[src/design/mode_sel_pkg.sv]
package mode_sel_pkg;
    // clock and debounce timing
    localparam int CLK_PERIOD_NS = 20;
    localparam int DEBOUNCE_NS = 50000;
    // least time, so round up to whole cycles
    localparam int DEBOUNCE_CYCLES =
        (DEBOUNCE_NS + CLK_PERIOD_NS - 1) / CLK_PERIOD_NS;
    localparam int DEB_CNT_W = $clog2(DEBOUNCE_CYCLES + 1);

    // terminal bundle layout
    localparam int TERM_W = 4;
    localparam int TERM_EDIT = 0;
    localparam int TERM_LOCAL = 1;
    localparam int TERM_FWD = 2;
    localparam int TERM_REV = 3;

    // mode select setting
    localparam int MODE_SET_W = 4;
    localparam logic [MODE_SET_W-1:0] MODE_SET_RESET = 4'h0;
    localparam logic [MODE_SET_W-1:0] MODE_SET_EDIT = 4'h7;
    localparam logic [MODE_SET_W-1:0] MODE_SET_LOCAL = 4'h8;
    localparam logic [MODE_SET_W-1:0] MODE_SET_MAX = 4'h8;

    // second ramp time value that unlocks the edit scheme
    localparam int RAMP_W = 14;
    localparam logic [RAMP_W-1:0] RAMP_UNSET = 14'h270f;

    typedef enum logic [0:0] {
        OP_EXTERNAL = 1'b0,
        OP_KEYPAD = 1'b1
    } op_mode_t;
endpackage

[src/design/mode_sel_if.sv]
`timescale 1ns/1ns
// debounced terminal levels
interface term_if;
    import mode_sel_pkg::*;
    logic [TERM_W-1:0] level;
    modport source (output level);
    modport sink (input level);
endinterface

// parameter write qualification
interface wrgate_if;
    logic keypadMode;
    logic editScheme;
    logic editClosed;
    logic running;
    logic wrReq;
    logic runChangeable;
    logic wrAccept;
    logic wrReject;
    modport gate (input keypadMode, editScheme, editClosed, running,
        wrReq, runChangeable, output wrAccept, wrReject);
    modport ctrl (output keypadMode, editScheme, editClosed, running,
        wrReq, runChangeable, input wrAccept, wrReject);
endinterface

[src/design/input_conditioner.sv]
`timescale 1ns/1ns
module input_conditioner
    import mode_sel_pkg::*;
(
    // clock and reset
    input wire logic clk,
    input wire logic reset_n,
    // raw contact levels
    input wire logic [TERM_W-1:0] rawIn,
    // debounced levels
    term_if.source terms
);
    logic [TERM_W-1:0] meta_q;
    logic [TERM_W-1:0] sync_q;
    logic [DEB_CNT_W-1:0] cnt_q [TERM_W];

    // two-flop synchroniser, first stage read only by the second
    always_ff @(posedge clk) begin
        if (!reset_n) begin
            meta_q <= '0;
            sync_q <= '0;
        end else begin
            meta_q <= rawIn;
            sync_q <= meta_q;
        end
    end

    // a level must hold the full window before it is taken
    always_ff @(posedge clk) begin
        if (!reset_n) begin
            terms.level <= '0;
            for (int i = 0; i < TERM_W; i++) begin
                cnt_q[i] <= '0;
            end
        end else begin
            for (int i = 0; i < TERM_W; i++) begin
                if (sync_q[i] == terms.level[i]) begin
                    cnt_q[i] <= '0;
                end else if (cnt_q[i] == DEB_CNT_W'(DEBOUNCE_CYCLES - 1)) begin
                    terms.level[i] <= sync_q[i];
                    cnt_q[i] <= '0;
                end else begin
                    cnt_q[i] <= cnt_q[i] + 1'b1;
                end
            end
        end
    end
endmodule

[src/design/param_write_gate.sv]
`timescale 1ns/1ns
module param_write_gate
    import mode_sel_pkg::*;
(
    // clock and reset
    input wire logic clk,
    input wire logic reset_n,
    // qualification and answer
    wrgate_if.gate wr
);
    logic allowed;

    // writes only from the keypad; edit scheme also needs the terminal
    always_comb begin
        allowed = wr.keypadMode && (!wr.editScheme || wr.editClosed);
        if (wr.running && !wr.runChangeable) begin
            allowed = 1'b0;
        end
    end

    // one-cycle answer to each request
    always_ff @(posedge clk) begin
        if (!reset_n) begin
            wr.wrAccept <= 1'b0;
            wr.wrReject <= 1'b0;
        end else begin
            wr.wrAccept <= wr.wrReq && allowed;
            wr.wrReject <= wr.wrReq && !allowed;
        end
    end
endmodule

[src/design/drive_operation_mode_selector.sv]
`timescale 1ns/1ns
// Functional notes
// setting 7: parameter writes only while edit terminal closed.
// setting 7, terminal closed: output shut off in external mode.
// setting 7, terminal closed: keypad mode allowed and runs the drive.
// setting 7, terminal open: forced into external mode.
// setting 7, terminal open: keypad mode requests refused.
// value 7 accepted only when second ramp time holds 9999.
// terminal opening in keypad forces external, starts then drive motor.
// leaving setting 7 restores ordinary shutoff, new setting applies.
// terminal on: no external/keypad change while a start input is on.
// ordinary shutoff ignored while in keypad mode.
// every forced keypad-to-external change resets keypad unit once.
// alarm reset by keypad stop key in keypad mode only.
// drive reset always lands in keypad mode.
// setting 8: local/auto closed fixes external, open fixes keypad.
// setting 8: terminal change only while stopped, deferred while running.
// setting 8: high-speed input becomes local/auto, speed select disabled.
// while running, writes limited to run-changeable parameters.
// contacts synchronised and debounced, one change one transition.
module drive_operation_mode_selector
    import mode_sel_pkg::*;
(
    // clock and reset
    input wire logic clk,
    input wire logic reset_n,
    // contact terminals, high while closed to input_common
    input wire logic editEnableShutoffInput,
    input wire logic localAutoSelectInput,
    input wire logic forwardStartInput,
    input wire logic reverseStartInput,
    // keypad unit requests, one-cycle pulses
    input wire logic keypadModeReq,
    input wire logic externalModeReq,
    input wire logic keypadStopKey,
    // keypad run keys, levels
    input wire logic keypadForward,
    input wire logic keypadReverse,
    // mode select setting write
    input wire logic modeSetWr,
    input wire logic [MODE_SET_W-1:0] modeSetData,
    input wire logic [RAMP_W-1:0] secondRampTimeSetting,
    // parameter write request
    input wire logic paramWrReq,
    input wire logic paramRunChangeable,
    // drive status
    input wire logic driveRunning,
    input wire logic alarmActive,
    // mode and setting state
    output logic keypadMode,
    output logic [MODE_SET_W-1:0] modeSelectSetting,
    output logic modeSetAccept,
    output logic modeSetReject,
    output logic modeReqRefused,
    // drive commands
    output logic outputShutoff,
    output logic runForward,
    output logic runReverse,
    output logic highSpeedSelect,
    // pulses toward keypad unit and drive
    output logic keypadUnitReset,
    output logic alarmReset,
    // parameter write answer
    output logic paramWrAccept,
    output logic paramWrReject
);
    term_if terms ();
    wrgate_if wr ();

    op_mode_t mode_q;
    op_mode_t mode_d;
    logic [MODE_SET_W-1:0] modeSet_q;
    logic setAccept_q;
    logic setReject_q;
    logic refused_q;
    logic refused_d;
    logic forced_d;
    logic unitReset_q;
    logic alarmReset_q;
    logic shutoff_q;
    logic runFwd_q;
    logic runRev_q;
    logic hiSpeed_q;

    logic editClosed;
    logic localClosed;
    logic fwdOn;
    logic revOn;
    logic startOn;
    logic editScheme;
    logic localScheme;

    // contact inputs cross into the clock domain here
    input_conditioner u_cond (
        .clk(clk),
        .reset_n(reset_n),
        .rawIn({reverseStartInput, forwardStartInput,
            localAutoSelectInput, editEnableShutoffInput}),
        .terms(terms.source)
    );

    // only debounced levels feed mode decisions
    assign editClosed = terms.level[TERM_EDIT];
    assign localClosed = terms.level[TERM_LOCAL];
    assign fwdOn = terms.level[TERM_FWD];
    assign revOn = terms.level[TERM_REV];
    assign startOn = fwdOn || revOn;
    assign editScheme = (modeSet_q == MODE_SET_EDIT);
    assign localScheme = (modeSet_q == MODE_SET_LOCAL);

    // checks a requested setting; 7 needs the unset ramp time
    function automatic logic setting_ok(
        input logic [MODE_SET_W-1:0] val,
        input logic [RAMP_W-1:0] ramp
    );
        logic ok;
        ok = (val <= MODE_SET_MAX);
        if (val == MODE_SET_EDIT && ramp != RAMP_UNSET) begin
            ok = 1'b0;
        end
        return ok;
    endfunction

    // mode select setting register
    always_ff @(posedge clk) begin
        if (!reset_n) begin
            modeSet_q <= MODE_SET_RESET;
            setAccept_q <= 1'b0;
            setReject_q <= 1'b0;
        end else begin
            setAccept_q <= 1'b0;
            setReject_q <= 1'b0;
            if (modeSetWr) begin
                if (setting_ok(modeSetData, secondRampTimeSetting)) begin
                    // leaving 7 hands the terminal back to shutoff
                    modeSet_q <= modeSetData;
                    setAccept_q <= 1'b1;
                end else begin
                    setReject_q <= 1'b1;
                end
            end
        end
    end

    // next operation mode, per active scheme
    always_comb begin
        mode_d = mode_q;
        refused_d = 1'b0;
        forced_d = 1'b0;
        if (editScheme) begin
            if (!editClosed) begin
                // open terminal overrides the start inputs
                if (mode_q == OP_KEYPAD) begin
                    mode_d = OP_EXTERNAL;
                    forced_d = 1'b1;
                end
                refused_d = keypadModeReq;
            end else if (keypadModeReq && mode_q == OP_EXTERNAL) begin
                if (startOn) begin
                    refused_d = 1'b1;
                end else begin
                    mode_d = OP_KEYPAD;
                end
            end else if (externalModeReq && mode_q == OP_KEYPAD) begin
                if (startOn) begin
                    refused_d = 1'b1;
                end else begin
                    mode_d = OP_EXTERNAL;
                end
            end
        end else if (localScheme) begin
            // requests from the keypad never move the mode here
            refused_d = keypadModeReq || externalModeReq;
            if (!driveRunning) begin
                // held off until the drive stops
                if (localClosed && mode_q == OP_KEYPAD) begin
                    mode_d = OP_EXTERNAL;
                    forced_d = 1'b1;
                end else if (!localClosed && mode_q == OP_EXTERNAL) begin
                    mode_d = OP_KEYPAD;
                end
            end
        end else begin
            // other settings: plain requests, not while a start is on with the edit terminal closed
            if (keypadModeReq && mode_q == OP_EXTERNAL) begin
                if (startOn && editClosed) begin
                    refused_d = 1'b1;
                end else begin
                    mode_d = OP_KEYPAD;
                end
            end else if (externalModeReq && mode_q == OP_KEYPAD) begin
                if (startOn && editClosed) begin
                    refused_d = 1'b1;
                end else begin
                    mode_d = OP_EXTERNAL;
                end
            end
        end
        // a keypad alarm reset resets the drive, back to keypad mode
        if (alarmReset_q) begin
            mode_d = OP_KEYPAD;
            forced_d = 1'b0;
        end
    end

    // operation mode register; reset lands in keypad mode
    always_ff @(posedge clk) begin
        if (!reset_n) begin
            mode_q <= OP_KEYPAD;
            refused_q <= 1'b0;
        end else begin
            mode_q <= mode_d;
            refused_q <= refused_d;
        end
    end

    // one-shot keypad unit reset on each forced exit
    always_ff @(posedge clk) begin
        if (!reset_n) begin
            unitReset_q <= 1'b0;
        end else begin
            unitReset_q <= forced_d;
        end
    end

    // alarm reset only from the stop key in keypad mode
    always_ff @(posedge clk) begin
        if (!reset_n) begin
            alarmReset_q <= 1'b0;
        end else begin
            alarmReset_q <= keypadStopKey && alarmActive
                && mode_q == OP_KEYPAD && !alarmReset_q;
        end
    end

    // shutoff: terminal closed while external; keypad mode ignores it
    always_ff @(posedge clk) begin
        if (!reset_n) begin
            shutoff_q <= 1'b0;
        end else begin
            // same form under 7 and as ordinary shutoff otherwise
            shutoff_q <= editClosed && mode_d == OP_EXTERNAL;
        end
    end

    // run commands come from terminals or keypad keys by mode
    always_ff @(posedge clk) begin
        if (!reset_n) begin
            runFwd_q <= 1'b0;
            runRev_q <= 1'b0;
        end else if (mode_d == OP_KEYPAD) begin
            // under 7 the keypad runs only with the terminal closed
            runFwd_q <= keypadForward && !keypadReverse
                && (!editScheme || editClosed);
            runRev_q <= keypadReverse && !keypadForward
                && (!editScheme || editClosed);
        end else begin
            // conflicting starts cancel rather than pick a direction
            runFwd_q <= fwdOn && !revOn && !(editClosed);
            runRev_q <= revOn && !fwdOn && !(editClosed);
        end
    end

    // high-speed select is lost to local/auto under setting 8
    always_ff @(posedge clk) begin
        if (!reset_n) begin
            hiSpeed_q <= 1'b0;
        end else begin
            hiSpeed_q <= localClosed && !localScheme;
        end
    end

    // parameter write qualification
    assign wr.keypadMode = (mode_q == OP_KEYPAD);
    assign wr.editScheme = editScheme;
    assign wr.editClosed = editClosed;
    assign wr.running = driveRunning;
    assign wr.wrReq = paramWrReq;
    assign wr.runChangeable = paramRunChangeable;

    param_write_gate u_gate (
        .clk(clk),
        .reset_n(reset_n),
        .wr(wr.gate)
    );

    // outputs, each straight from a flip-flop
    assign keypadMode = mode_q;
    assign modeSelectSetting = modeSet_q;
    assign modeSetAccept = setAccept_q;
    assign modeSetReject = setReject_q;
    assign modeReqRefused = refused_q;
    assign outputShutoff = shutoff_q;
    assign runForward = runFwd_q;
    assign runReverse = runRev_q;
    assign highSpeedSelect = hiSpeed_q;
    assign keypadUnitReset = unitReset_q;
    assign alarmReset = alarmReset_q;
    assign paramWrAccept = wr.wrAccept;
    assign paramWrReject = wr.wrReject;
endmodule

[config.mk]
export PLATFORM = sky130hd
export DESIGN_NAME = drive_operation_mode_selector
export DESIGN_NICKNAME = d
export VERILOG_FILES = /design/src/design/mode_sel_pkg.sv /design/src/design/mode_sel_if.sv /design/src/design/input_conditioner.sv /design/src/design/param_write_gate.sv /design/src/design/drive_operation_mode_selector.sv
export SDC_FILE = /design/constraint.sdc
export NUM_CORES = 1
export LEC_CHECK = 0
export BUFFER_PORTS_ARGS = -buffer_cell sky130_fd_sc_hd__buf_2
export CORE_MARGIN = 10
export CORE_UTILIZATION = 57
export DETAILED_ROUTE_END_ITERATION = 16
export MAX_ROUTING_LAYER = met4
export PLACE_DENSITY_LB_ADDON = 0.15
export SETUP_SLACK_MARGIN = 0.3
export SYNTH_ARGS = -nofsm -noshare
export SYNTH_HDL_FRONTEND = slang
export SYNTH_HIERARCHICAL = 1
export SYNTH_SLANG_ARGS = --single-unit
[constraint.sdc]
create_clock -name clk -period 2.5 [get_ports clk]
set_input_delay 0.25 -clock clk [delete_from_list [all_inputs] [get_ports clk]]
set_output_delay 0.25 -clock clk [all_outputs]
set_load 0.01 [all_outputs]
# [Word level (Yosys, flattened, before mapping)]
# Memory sizes are Yosys's and may differ from the RTL's.
# Cells that the tools add are included.
[word_totals] latchBits=0 inputBits=34 memories=1 ramBits=48 register_bits=28 wordCells=195 rom_bits=0
[op_classes] add_sub_neg=4 mul=0 eq_ne=12 n_bitwise=19 shift=0 n_reduce_logical=44 n_lt_le_gt_ge=1 muxes=95 div_mod_pow=0
[mem_list] memory="u_cond.cnt_q" words=4 width=12 read_ports=4 rd_clocked_by_memory_dff=0 write_ports=4 line="input_conditioner.sv:15" source="logic [DEB_CNT_W-1:0] cnt_q [TERM_W];"
[op_table] op="2-to-1 mux 12 bit" n=12
[op_table] op="2-to-1 mux 1 bit" n=83
[op_table] op="adder 12 x 1 -> 12 bit (second input constant)" n=4
[op_table] op="equality test 12 bit (second input constant)" n=4
[op_table] op="logical AND 1 bit" n=23
[op_table] op="!= test 14 bit (second input constant)" n=1
[op_table] op="bitwise OR 1 bit" n=12
[op_table] op="AND reduction 2 bit" n=6
[op_table] op="logical NOT 1 bit" n=11
[op_table] op="equality test 4 x 3 -> 1 bit (second input constant)" n=2
[op_table] op="inverter 1 bit" n=7
[op_table] op="equality test 1 bit" n=4
[op_table] op="equality test 4 bit (second input constant)" n=1
[op_table] op="less-or-equal comparator 4 bit (second input constant)" n=1
[op_table] op="logical OR 1 bit" n=3
[op_table] op="OR reduction 2 bit" n=1

# [Longest topological paths before layout]
[depth] word_depth=10 depth_mapped=6 ltp_nobuf=5

# [Cells and area by module]
# The synthesis kept the hierarchy.
[modules_own_cells] mod="input_conditioner" n_inst=1 area_each_um2=2979.1 cells_per_inst=267
[modules_own_cells] mod="drive_operation_mode_selector" n_inst=1 area_each_um2=693.2 cells_per_inst=79
[modules_own_cells] mod="param_write_gate" n_inst=1 area_each_um2=78.8 cells_per_inst=8

# [Least setup slack after synthesis]
# No wires, ideal clock.
[synth_path] path_type="register -> register" start="mem u_cond/cnt_q[0][0] (netlist bit)" end="mem u_cond/cnt_q[0][6] (netlist bit) (data pin)" period_less_slack_ns=1.917 stages_incl_launch_ff=7 arrival_ns=1.663 path_buffers=1 setup_ns=0.254 path_slack_ns=0.583 path_cell_list="edfxtp_1 ha_1 or4b_1 or3_4 nand3_2 buf_6 nor2_1"
[synth_rtl] item="start: declaration" line="input_conditioner.sv:15"

==> out/qor.yml <==
timing:
  maxSlewViolCount: 0
  fin_crit_sh: 0.8365
  setup_viol: 0
  fin_setup_tns_ns: 0
  max_slew.worst_pin.slew_ns: 0.5725
  rsz0062_at_grt: "false"
  fin_crit_ns: 2.091
  relSlewSlack: 0.6184
  clock-skew-final_ns: 0.01005
  hold_viol_final: 0
  setup_slack_ns: 0.4086
  fmax_mhz: 478.2
place:
  place_area_sq_um: 4213
  dp_hpwl_mm: 5.107
  place_inst: 520
  routabilityCongestion: 0.8525
  dpl_worst_slack_ns: 0.4426
  io_buffers: 49
run:
  maxCapViolations: 0
logic_synthesis:
  ys.flop_type: "edfxtp_1"
  yosysWarnings: 6
  syn_area_per_cell_sq_um: 10.60
  netlist_top_cells_count: "nor2_1, edfxtp_1, xnor2_1"
  synthCells: 354
  yosys.area.top_type: "edfxtp_1"
  synth_edf_count: 48
  netlist_area_sq_um: 3751
  async_flop_share: 0
  synth_top_area_share: 0.3843
  yosysMostFrequentCell: "nor2_1"
  ys_ff_latch: 76
  yosysUniqueCellTypes: 43
  ys_seq_area_frac: 0.5337
  synth_area_leaders: "edfxtp_1, dfxtp_1, xnor2_1"
critical_path:
  rr_startpoint: "u_cond/cnt_q[0][0]$_SDFFCE_PN0P_"
  crit_chain: "ha_1, or4b_1, or3_4, nand3_2, nor2_1"
  end_kind: "flip-flop"
  cp_top_family: "simple AND/OR/NAND/NOR gates"
  crit_fanout: 12
  worstPathRequired_ns: 2.59
  crit_buf_inv: 0
  r2r_setup_slack_ns: 0.41
  r2r_cells: 5
  worstSetupStartpointType: "flip-flop"
  cpPeakStageDelay_ns: 0.46
  arrival_ns: 2.18
  path_class: "reg -> reg"
  r2r_end: "u_cond/cnt_q[0][2]$_SDFFCE_PN0P_"
  crit_slowest_cell: "or4b_1"
clocking:
  clk_pin_slew_worst_paths_ns: 0.08
  cts-resized-gates: 0
  clk_path_buf_depth: 2
  ctsRootBufferMaster: "clkbuf_8"
  postCtsHoldBufs: 0
  clock_latency_ns: 0.35
  h-tree-depth: 3
  post_cts_buffers: 0
  cts.sink_count: 76
  cts_buffers: 9
  tritoncts: "yes"
global_route:
  track_usage: 0.1369
  grt_pass1_wl_mm: 10.92
  overflow: 0
  antenna_found_initial: 0
  grt_start_max_net_pins: 36
  grt_pass1_vias: 2446
power_and_ir_drop:
  p_leak_nw: 1.751
  vdd_drop_max_v: 0.0003691
  p_per_area_nw_per_um2: 590.0
floorplan:
  die_height_um: 101.1
  io_pins: 50
  dieArea_sq_um: 10230
  die_w_um: 101.1
  rows: 29
  initial_core_util: 0.5874
  coreArea_sq_um: 6386
drt:
  routed_wl_mm: 6.969
  drc: 0
  firstDrtPassIters: 5
  routed_via_density: 5.104
  drtIter0Drc: 99
  antenna_left: 0
  wl_per_cell_um: 13.00
  num_vias: 2736
finish:
  stdcell_count: 536
  fillCellCount: 534
  layout-drive-gt1-share: 0.1634
  diodes: 0
  fin_nets: 492
  register_area_sq_um: 2002
  multi_input_comb_area_sq_um: 1813
  design_area_sq_um: 4428
  syn2layout_area_growth_pct: 18.05
min_path:
  min_path_cells: 2
  min_to: "u_cond/meta_q[2]$_SDFF_PN0_"
  min-delay-path-class: "in -> reg"
  hold_start: "forwardStartInput"
status:
  status: "finished clean"
[how the worst max path moves through the flow]
stage | startpoint | endpoint | depth (start not counted)
CTS | u_cond/cnt_q[0][0]$_SDFFCE_PN0P_ | u_cond/cnt_q[0][2]$_SDFFCE_PN0P_ | 5
global placement | u_cond/cnt_q[2][0]$_SDFFCE_PN0P_ | u_cond/cnt_q[2][11]$_SDFFCE_PN0P_ | 5
global route | u_cond/cnt_q[0][0]$_SDFFCE_PN0P_ | u_cond/cnt_q[0][2]$_SDFFCE_PN0P_ | 5
detailed placement | u_cond/cnt_q[0][0]$_SDFFCE_PN0P_ | u_cond/cnt_q[0][2]$_SDFFCE_PN0P_ | 5
finish | u_cond/cnt_q[0][0]$_SDFFCE_PN0P_ | u_cond/cnt_q[0][2]$_SDFFCE_PN0P_ | 5
floorplan | u_cond/cnt_q[0][0]$_SDFFCE_PN0P_ | u_cond/cnt_q[0][6]$_SDFFCE_PN0P_ | 6
[worst register-to-register path, cell delays in order (launching register included)]
cell      delay [ns]
edfxtp_1        0.40
ha_1            0.24
or4b_1          0.46
or3_4           0.41
nand3_2         0.23
nor2_1          0.10
[power breakdown]
group / switching [mW] / internal (mW) / total (mW)
logic: 0.0934 / 0.0834 / 0.177
clock network: 0.448 / 0.556 / 1.00
registers: 0.0491 / 1.38 / 1.43
[stage by stage]
stage / utilization / power (mW) / hold WS [ns]
2_1_floorplan: - / 1.567 / 0.3661
3_3_place_gp: 0.6597 / 1.629 / 0.4173
3_5_place_dp: 0.6597 / 1.633 / 0.4169
4_1_cts: 0.6934 / 2.639 / 0.09029
5_1_grt: 0.6934 / 2.724 / 0.1089
6_report: 0.6934 / 2.613 / 0.1096
[kinds of logic (layout without fill, tap and decap cells)]
kind of cell	after synthesis	count (layout)	synth area share
simple gates	182	182	0.2678
flops	76	76	0.5337
xor+xnor	44	44	0.1027
buf+inv	22	80	0.03002
compound gates	19	19	0.03536
mux	6	6	0.01601
fa+ha+maj	4	4	0.01334
other cells	1	48	0.0009997
[state kept, by name, indices dropped and copies added, names as in the netlist, 4 cells and up]
signal              flops
modeSelectSetting       4
u_cond/cnt_q           48
u_cond/meta_q           4
u_cond/sync_q           4
u_cond/terms.level      4
[routing by layer]
metal / part of all wire / GRT usage / vias to the layer above
li1: - / - / 1406
met2: 0.42 / 0.2002 / 86
met1: 0.48 / 0.1692 / 1232
met3: 0.085 / 0.04733 / 12
met4: 0.012 / 0.05466 / 0
met5: 0 / - / -
[cell usage in the layout, fill, tap and decap left out, drive strengths merged, types with 5 or more instances in the layout]
master and n:
nor4 5, conb 48, mux2i 6, nand2 21
nor3 19, xor2 13, clkbuf 9, xnor2 31
dfxtp 28, nor2 58, and3 6, nand4 7
or4b 7, and2 9, inv 15, nor2b 7
edfxtp 48, buf 49, o21ai 5, nand3 24
[area by class of cell]
class,count,area share
multi-input combinational,303,0.4094
clock inverter,7,0.02063
tap,77,0.02176
sequential,76,0.4521
timing repair buffer,49,0.05538
inverter,15,0.01272
clock buffer,9,0.02797
(Power assumes the default switching activity.)
